`src/hdl/brk_pkg.sv`:
```
// Constants, register map and field layout of the address break comparator.
// Assumes one system clock and an 8-bit internal register port.
// Function
// - Bit 7 zero masks interrupts after return
// - Cycle select: fetch, read, write, either
// - Mask select: compare 16, 12, 8, 4 bits
// - Software never sets mask select top bit
// - Data select: none, low, high, full word
// - Word lane: even upper, odd lower
// - 8-bit I/O word: two upper-lane byte accesses
// - Byte accesses always use upper lane (CPU end leaves byte fetch data unplaced)
// - Satisfied conditions set break flag bit 7
// - Flag clears by zero write after read
// - Enable bit 6 gates break request
// - Status bits 5..0 read as ones
// - Break address 16 bits, resets all ones
// - Fetch break uses first instruction byte address
// - Data high vs upper lane, low vs lower
// - Byte data compare value in high byte
// - Break data register not reset
// - Request when flag and enable both set
// - Flag set even if other interrupt first
package brk_pkg;
   // ***************************************************
   // Register indices on the 8-bit port
   // ***************************************************
   localparam logic [2:0] REG_CTRL   = 3'h0;
   localparam logic [2:0] REG_STAT   = 3'h1;
   localparam logic [2:0] REG_ADDR_H = 3'h2;
   localparam logic [2:0] REG_ADDR_L = 3'h3;
   localparam logic [2:0] REG_DATA_H = 3'h4;
   localparam logic [2:0] REG_DATA_L = 3'h5;
   // ***************************************************
   // Field positions and reset values
   // ***************************************************
   localparam int         BIT_UNMASK   = 7;
   localparam int         BIT_FLAG     = 7;
   localparam int         BIT_IRQ_EN   = 6;
   localparam int         FLD_CYC      = 5;
   localparam int         FLD_AMASK    = 2;
   localparam int         FLD_DSEL     = 0;
   localparam logic [7:0] CTRL_RESET   = 8'h80;
   localparam logic [5:0] STAT_RSVD    = 6'h3F;
   localparam logic [15:0] ADDR_RESET  = 16'hFFFF;
   // ***************************************************
   // Encodings
   // ***************************************************
   localparam logic [1:0] CYC_FETCH = 2'h0;
   localparam logic [1:0] CYC_READ  = 2'h1;
   localparam logic [1:0] CYC_WRITE = 2'h2;
   localparam logic [1:0] CYC_RW    = 2'h3;
   localparam logic [1:0] DCMP_NONE = 2'h0;
   localparam logic [1:0] DCMP_LOW  = 2'h1;
   localparam logic [1:0] DCMP_HIGH = 2'h2;
   localparam logic [1:0] DCMP_WORD = 2'h3;
   // Bus cycle kinds driven by the CPU side
   typedef enum logic [1:0]
   {
      BUS_IDLE  = 2'b00,
      BUS_FETCH = 2'b01,
      BUS_READ  = 2'b10,
      BUS_WRITE = 2'b11
   } bus_kind_type;
endpackage

```
`src/hdl/brk_if.sv`:
```
// Interface joining the CPU bus side and the address break comparator.
// Assumes both ends share clk.
`timescale 1ns/1ps
`default_nettype none
interface brk_if;
   import brk_pkg::*;
   bus_kind_type kind;
   logic [15:0]  addr;
   logic [15:0]  data;
   logic         word_acc;
   logic         io8;
   logic         rte_done;
   logic         insn_done;
   logic         reg_wr;
   logic         reg_rd;
   logic [2:0]   reg_addr;
   logic [7:0]   reg_wdata;
   logic [7:0]   reg_rdata;
   logic         break_req;
   logic         irq_block;
   modport dev (input kind, addr, data, word_acc, io8, rte_done, insn_done,
                input reg_wr, reg_rd, reg_addr, reg_wdata,
                output reg_rdata, break_req, irq_block);
   modport cpu (output kind, addr, data, word_acc, io8, rte_done, insn_done,
                output reg_wr, reg_rd, reg_addr, reg_wdata,
                input reg_rdata, break_req, irq_block);
endinterface
`default_nettype wire

```
`src/hdl/brk_cmp.sv`:
```
// Address break comparator: registers, match logic, break request.
// Assumes the CPU end presents one bus cycle per clock and lane data
// already placed by that end.
`timescale 1ns/1ps
`default_nettype none
module brk_cmp
(
   input  wire logic clk,
   input  wire logic rst_n,
   brk_if.dev        bus
);
   import brk_pkg::*;
   // ***************************************************
   // State and decoded fields
   // ***************************************************
   logic [7:0]  ctrl_r, ctrl_nxt;
   logic        ien_r, ien_nxt;
   logic [15:0] baddr_r, baddr_nxt;
   logic [15:0] bdata_r, bdata_nxt;
   logic        flag_r, flag_nxt;
   logic        seen_r, seen_nxt;
   logic [7:0]  rdata_r, rdata_nxt;
   logic        req_r, req_nxt;
   logic        blk_r, blk_nxt;
   logic        match;
   logic [15:0] amask;
   logic        cyc_ok, dat_ok, lane_lo, addr_ok;
   logic [1:0]  cyc_sel, dat_sel;
   logic [2:0]  mask_sel;
   logic        wr_stat, rd_stat;

   // ***************************************************
   // Decoding helpers
   // ***************************************************
   // Mask select 1xx is reserved: only its low two bits steer
   function automatic logic [15:0] mask_of(input logic [2:0] sel);
      unique case (sel[1:0])
         2'h0: mask_of = 16'hFFFF;
         2'h1: mask_of = 16'hFFF0;
         2'h2: mask_of = 16'hFF00;
         2'h3: mask_of = 16'hF000;
      endcase
   endfunction

   // One register port strobe aimed at one index
   function automatic logic reg_hit(input logic       strobe,
                                    input logic [2:0] idx,
                                    input logic [2:0] want);
      reg_hit = strobe && idx == want;
   endfunction

   // ***************************************************
   // Match logic
   // ***************************************************
   always_comb
   begin
      cyc_sel  = ctrl_r[FLD_CYC +: 2];
      mask_sel = ctrl_r[FLD_AMASK +: 3];
      dat_sel  = ctrl_r[FLD_DSEL +: 2];
      amask    = mask_of(mask_sel);
      addr_ok  = (bus.addr & amask) == (baddr_r & amask);
      unique case (cyc_sel)
         CYC_FETCH: cyc_ok = bus.kind == BUS_FETCH;
         CYC_READ:  cyc_ok = bus.kind == BUS_READ;
         CYC_WRITE: cyc_ok = bus.kind == BUS_WRITE;
         CYC_RW:    cyc_ok = bus.kind == BUS_READ || bus.kind == BUS_WRITE;
      endcase
      // Odd word access to wide space uses lower lane; all else upper
      lane_lo = bus.word_acc
                && !bus.io8
                && bus.addr[0];
      unique case (dat_sel)
         DCMP_NONE: dat_ok = 1'b1;
         DCMP_LOW:
            dat_ok = lane_lo && bus.data[7:0] == bdata_r[7:0];
         DCMP_HIGH:
            dat_ok = !lane_lo && bus.data[15:8] == bdata_r[15:8];
         DCMP_WORD: dat_ok = bus.data == bdata_r;
      endcase
      match = addr_ok && cyc_ok && dat_ok;
   end

   // ***************************************************
   // Software registers
   // ***************************************************
   always_comb
   begin
      wr_stat = reg_hit(bus.reg_wr, bus.reg_addr, REG_STAT);
      rd_stat = reg_hit(bus.reg_rd, bus.reg_addr, REG_STAT);
   end

   always_comb
   begin
      ctrl_nxt  = ctrl_r;
      ien_nxt   = ien_r;
      baddr_nxt = baddr_r;
      bdata_nxt = bdata_r;
      if (bus.reg_wr)
      begin
         unique case (bus.reg_addr)
            REG_CTRL:   ctrl_nxt = bus.reg_wdata;
            REG_STAT:   ien_nxt  = bus.reg_wdata[BIT_IRQ_EN];
            REG_ADDR_H: baddr_nxt[15:8] = bus.reg_wdata;
            REG_ADDR_L: baddr_nxt[7:0]  = bus.reg_wdata;
            REG_DATA_H: bdata_nxt[15:8] = bus.reg_wdata;
            REG_DATA_L: bdata_nxt[7:0]  = bus.reg_wdata;
            default:    ;
         endcase
      end
   end

   always_ff @(posedge clk or negedge rst_n)
   begin
      if (!rst_n)
      begin
         ctrl_r  <= CTRL_RESET;
         ien_r   <= 1'b0;
         baddr_r <= ADDR_RESET;
      end
      else
      begin
         ctrl_r  <= ctrl_nxt;
         ien_r   <= ien_nxt;
         baddr_r <= baddr_nxt;
      end
   end

   // Data compare value is left unreset to save flops; software loads it
   always_ff @(posedge clk)
   begin
      bdata_r <= bdata_nxt;
   end

   // ***************************************************
   // Break flag and its read-before-clear arming
   // ***************************************************
   always_comb
   begin
      flag_nxt = flag_r;
      seen_nxt = seen_r;
      if (rd_stat && flag_r)
         seen_nxt = 1'b1;
      if (wr_stat && !bus.reg_wdata[BIT_FLAG] && seen_r)
      begin
         flag_nxt = 1'b0;
         seen_nxt = 1'b0;
      end
      // Set wins over clear, so a match in the clearing write is not lost
      if (match)
         flag_nxt = 1'b1;
   end

   always_ff @(posedge clk or negedge rst_n)
   begin
      if (!rst_n)
      begin
         flag_r <= 1'b0;
         seen_r <= 1'b0;
      end
      else
      begin
         flag_r <= flag_nxt;
         seen_r <= seen_nxt;
      end
   end

   // ***************************************************
   // Read data
   // ***************************************************
   always_comb
   begin
      rdata_nxt = 8'h00;
      if (bus.reg_rd)
      begin
         unique case (bus.reg_addr)
            REG_CTRL:   rdata_nxt = ctrl_r;
            REG_STAT:   rdata_nxt = {flag_r, ien_r, STAT_RSVD};
            REG_ADDR_H: rdata_nxt = baddr_r[15:8];
            REG_ADDR_L: rdata_nxt = baddr_r[7:0];
            REG_DATA_H: rdata_nxt = bdata_r[15:8];
            REG_DATA_L: rdata_nxt = bdata_r[7:0];
            default:    rdata_nxt = 8'h00;
         endcase
      end
   end

   always_ff @(posedge clk or negedge rst_n)
   begin
      if (!rst_n)
         rdata_r <= 8'h00;
      else
         rdata_r <= rdata_nxt;
   end

   // ***************************************************
   // Break request
   // ***************************************************
   // Built from the next flag and enable, so it rises with the flag
   always_comb
   begin
      req_nxt = flag_nxt && ien_nxt;
   end

   always_ff @(posedge clk or negedge rst_n)
   begin
      if (!rst_n)
         req_r <= 1'b0;
      else
         req_r <= req_nxt;
   end

   // ***************************************************
   // Interrupt block after a return
   // ***************************************************
   always_comb
   begin
      blk_nxt = blk_r;
      if (bus.insn_done)
         blk_nxt = 1'b0;
      // A return in the same cycle wins: its instruction is still ahead
      if (bus.rte_done && !ctrl_r[BIT_UNMASK])
         blk_nxt = 1'b1;
   end

   always_ff @(posedge clk or negedge rst_n)
   begin
      if (!rst_n)
         blk_r <= 1'b0;
      else
         blk_r <= blk_nxt;
   end

   assign bus.reg_rdata = rdata_r;
   assign bus.break_req = req_r;
   assign bus.irq_block = blk_r;
endmodule
`default_nettype wire

```
`src/flat_wrapper.sv`:
```
// flat-port wrapper written by rule: the top's interface ports become plain ports
module brk_cmp_flat import brk_pkg::*;
  (clk, rst_n, bus_kind, bus_addr, bus_data, bus_word_acc, bus_io8, bus_rte_done, bus_insn_done, bus_reg_wr, bus_reg_rd, bus_reg_addr, bus_reg_wdata, bus_reg_rdata, bus_break_req, bus_irq_block);
  brk_if bus_i ();
  input  wire logic clk;
  input  wire logic rst_n;
  input wire logic [$bits(bus_i.kind)-1:0] bus_kind;
  input wire logic [$bits(bus_i.addr)-1:0] bus_addr;
  input wire logic [$bits(bus_i.data)-1:0] bus_data;
  input wire logic [$bits(bus_i.word_acc)-1:0] bus_word_acc;
  input wire logic [$bits(bus_i.io8)-1:0] bus_io8;
  input wire logic [$bits(bus_i.rte_done)-1:0] bus_rte_done;
  input wire logic [$bits(bus_i.insn_done)-1:0] bus_insn_done;
  input wire logic [$bits(bus_i.reg_wr)-1:0] bus_reg_wr;
  input wire logic [$bits(bus_i.reg_rd)-1:0] bus_reg_rd;
  input wire logic [$bits(bus_i.reg_addr)-1:0] bus_reg_addr;
  input wire logic [$bits(bus_i.reg_wdata)-1:0] bus_reg_wdata;
  output wire logic [$bits(bus_i.reg_rdata)-1:0] bus_reg_rdata;
  output wire logic [$bits(bus_i.break_req)-1:0] bus_break_req;
  output wire logic [$bits(bus_i.irq_block)-1:0] bus_irq_block;
  assign bus_i.kind = bus_kind;
  assign bus_i.addr = bus_addr;
  assign bus_i.data = bus_data;
  assign bus_i.word_acc = bus_word_acc;
  assign bus_i.io8 = bus_io8;
  assign bus_i.rte_done = bus_rte_done;
  assign bus_i.insn_done = bus_insn_done;
  assign bus_i.reg_wr = bus_reg_wr;
  assign bus_i.reg_rd = bus_reg_rd;
  assign bus_i.reg_addr = bus_reg_addr;
  assign bus_i.reg_wdata = bus_reg_wdata;
  assign bus_reg_rdata = bus_i.reg_rdata;
  assign bus_break_req = bus_i.break_req;
  assign bus_irq_block = bus_i.irq_block;
  brk_cmp u_core (.clk(clk), .rst_n(rst_n), .bus(bus_i));
endmodule
```
`config.mk`:
```
export PLATFORM = sky130hd
export DESIGN_NAME = brk_cmp_flat
export DESIGN_NICKNAME = d
export VERILOG_FILES = /design/src/hdl/brk_pkg.sv /design/src/hdl/brk_if.sv /design/src/hdl/brk_cmp.sv /design/src/flat_wrapper.sv
export SDC_FILE = /design/constraint.sdc
export NUM_CORES = 1
export LEC_CHECK = 0
export ABC_AREA = 1
export BUFFER_PORTS_ARGS = -buffer_cell sky130_fd_sc_hd__buf_2
export CAP_MARGIN = 20
export CORE_MARGIN = 1
export CORE_UTILIZATION = 54
export DETAILED_ROUTE_END_ITERATION = 6
export GPL_TIMING_DRIVEN = 0
export MAX_ROUTING_LAYER = met4
export PLACE_DENSITY = 0.8
export SYNTH_ARGS = -nofsm -noshare
export SYNTH_HDL_FRONTEND = slang
export SYNTH_SLANG_ARGS = --single-unit
```
`constraint.sdc`:
```
create_clock -name clk -period 1.4 [get_ports clk]
set_input_delay 0.07 -clock clk [delete_from_list [all_inputs] [get_ports clk]]
set_output_delay 0.07 -clock clk [all_outputs]
set_load 0.1 [all_outputs]
```
==> flow_summary.yaml <==
status:
  status: "finished with violations"
  violations: "negative setup slack"
power:
  power_density_mw_per_mm2: 1150
  p_int_mw: 2.58
  power_switching_mw: 1.35
  p_total_mw: 3.94
  pwr-share-clk: 0.224
  p_sw_frac: 0.344
  ir_drop_uv: 778
  p_seq_frac: 0.509
  pwr-share-comb: 0.267
  leakagePower_nw: 1.69
grt:
  grt_pass1_wl_um: 10700
  antenna_found_initial: 0
  grt_pass1_vias: 2381
  overflow: 0
  grt_usage: 0.280
  grt_max_degree: 38
timing:
  timing.fmax_mhz: 704
  fin_crit_sh: 1.01
  drv_slew: 0
  hold_violations: 0
  worst_slew_pin_slew_ns: 0.847
  rsz0062_at_grt: "true"
  slew_headroom: 0.436
  setup_violations: 1
  period_needed_ns: 1.42
  setup_tns_ns: -0.0202
  finalClockSkew_ns: 0.0111
  fin_hold_ws_ns: 0.00803
  layout_setup_ws_ns: -0.0202
synthesis:
  seq_area_frac_synth: 0.511
  ys_async_sr_fraction: 0.698
  synth_cell_types: 29
  ys_seq_elements: 53
  syn_area_per_cell_um2: 8.22
  ys_top_cells_by_count: "nand2_1 (94), inv_1 (50), nor2_1 (27), o21ai_1 (21), dfrtp_1 (20)"
  yosysTopAreaCell: "dfrtp_1"
  synth.most_common_cell: "nand2_1"
  synth_edf_count: 16
  ys_warn_count: 0
  synth_fp_nets: 393
  syn-instance-count: 340
  syn_area_mm2: 0.00280
  yosys.area.top_type_share: 0.179
  synth_ff_type: "dfrtp_1"
  synth_top_cells_by_area: "dfrtp_1 (18%), edfxtp_1 (17%), dfstp_2 (16%)"
detailed_routing:
  vias: 2493
  drt_drc_violations_left: 0
  via_per_inst: 5.07
  drt-total-wl_um: 6920
  drtIter0Drc: 236
  avgRoutedWirePerCell_um: 14.1
  drtPass1Iterations: 5
  ant_nets: 0
worst_setup_path:
  critPathCapture: "u_core.bus.break_req"
  reg2reg_setup_slack_ns: -0.02
  critPathMaxFanout: 2
  cp_common_cell: "nor2_1"
  start_kind: "flop"
  critPathBufInv: 1
  slowest_delay_ns: 0.54
  path_class: "flop to flop"
  rr_worst_depth: 10
  critPathRequiredTime_ns: 1.66
  timing.rr.end: "u_core.bus.break_req"
  cp.arrival_ns: 1.68
  crit_path_end_kind: "flop"
  cp_num_cells: 10
  crit_path_start: "u_core.baddr_r[12]"
  timing.rr.start: "u_core.baddr_r[12]"
  critical-path-slowest-cell: "dfstp_2"
  path_delay_family: "simple AND/OR/NAND/NOR gates"
  crit_chain: "inv_1 -> nand2_1 -> nand3_1 -> nor2_1 -> nand3_1 -> nor2_1 -> nand2_1 -> nor2_2 -> nor2_2 -> nor2_1"
floorplanning:
  die_h_um: 73.9
  start_util: 0.577
  ios: 63
  die_area_mm2: 0.00547
  rows: 25
  core_area_mm2: 0.00485
  die_x_um: 73.9
layout:
  fill_cells: 377
  utilization: 0.707
  antennaDiodeCount: 0
  drive_above_1_share: 0.280
  fin_area_mm2: 0.00343
  final_nets: 477
  multi_input_area_mm2: 0.00115
  seq_area_mm2: 0.00143
  area_delta_synth_final_pct: 22.7
  final_cells: 492
clock_network:
  clkTransAtPathRegs_ns: 0.10
  cts_sinks: 53
  htreeDepth: 2
  clock_latency_ns: 0.32
  clockRootBuffer: "clkbuf_8"
  cts_made_buffers: 5
  clockBufferDepth: 2
  cts_tree: "done"
placed_design:
  gp_congestion: 0.912
  place_area_mm2: 0.00318
  io_buffers: 61
  post-place-ws_ns: -0.332
  dp.cells: 468
  dp_hpwl_um: 5140
hold_path:
  holdCritPathClass: "primary input to flop"
job:
  cap_violations: 0
## cell usage in the layout, fill, tap and decap left out, types with 9 or more instances in the layout
| cell type | synthesis | final |
|---|---|---|
| inv_1 | 50 | 49 |
| o21ai_0 | 11 | 11 |
| dlygate4sd3_1 | 0 | 10 |
| xnor2_1 | 9 | 9 |
| dfrtp_1 | 20 | 20 |
| edfxtp_1 | 16 | 16 |
| buf_2 | 1 | 62 |
| o21ai_1 | 21 | 21 |
| nor2_1 | 27 | 24 |
| nand2_1 | 94 | 94 |
| dfstp_2 | 17 | 17 |
| nand3_1 | 18 | 18 |
## routing by layer
layer	GRT usage	vias to the layer above	wire, um
met5	-	-	0
met4	0.0983	0	116
met3	0.0528	11	509
met2	0.466	101	3380
met1	0.342	1127	2910
li1	-	1254	-
## sequential cells by signal, indices dropped and copies added (netlist names)
| signal | flops |
|---|---|
| u_core.bus.break_req | 1 |
| u_core.ien_r | 1 |
| u_core.seen_r | 1 |
| u_core.baddr_r | 16 |
| u_core.bdata_r | 16 |
| u_core.bus.irq_block | 1 |
| u_core.flag_r | 1 |
| u_core.bus.reg_rdata | 8 |
| u_core.ctrl_r | 8 |
## kinds of logic (layout without fill, tap and decap cells)
logic type,count (synthesis),after routing,share of synthesized area
buffers and inverters,59,144,0.0837
xor gates and xnor gates,16,16,0.0501
AOI/OAI and AO/OA,58,58,0.120
and+or+nand+nor,154,154,0.235
DFF,53,53,0.511
## timing repair
action | CTS | global route
endpoints found under the hold margin | 37 | 0
setup endpoints to repair | 2 | 10
setup buffers | 6 | 0
pin swaps | 3 | 1
hold buffers | 10 | 0
gates resized for setup | 1 | 4
## final cells by class
class / count / area share
Buffer: 4 / 0.00803
Clock buffer: 6 / 0.0212
Clock inverter: 2 / 0.00438
Inverter: 55 / 0.0602
Multi-Input combinational cell: 228 / 0.334
Sequential cell: 53 / 0.416
Tap cell: 67 / 0.0244
Timing Repair Buffer: 77 / 0.131
## worst min-delay path, delay by kind of cell
kind / cells / cell delay (ns)
AND/OR/NAND/NOR: 1 / 0.06
AO/OA/AOI/OAI: 1 / 0.06
buffers and inverters: 1 / 0.10
## worst min-delay path by stage
stage	to	start	slack, ns	cells past startpoint
CTS	u_core.seen_r	bus_reg_rd	0.009	3
finish	u_core.seen_r	bus_reg_rd	0.008	3
global route	u_core.seen_r	bus_reg_rd	0.02	3
global placement	u_core.bus.reg_rdata[2]	rst_n	0.21	1
detailed placement	u_core.bus.reg_rdata[2]	rst_n	0.22	1
floorplan	u_core.bus.break_req	rst_n	-0.23	0
## power groups by stage
stage                     Sequential, mW  Clock [mW]  Combinational (mW)
after global placement              2.03           0               0.937
after detailed placement            2.04           0               0.964
after global routing                2.03       0.928                1.16
after floorplan                     2.22           0               0.485
final                               2.00       0.884                1.05
after CTS                           2.00       0.877                1.05
Note: power is estimated with default switching activity, not from simulation.
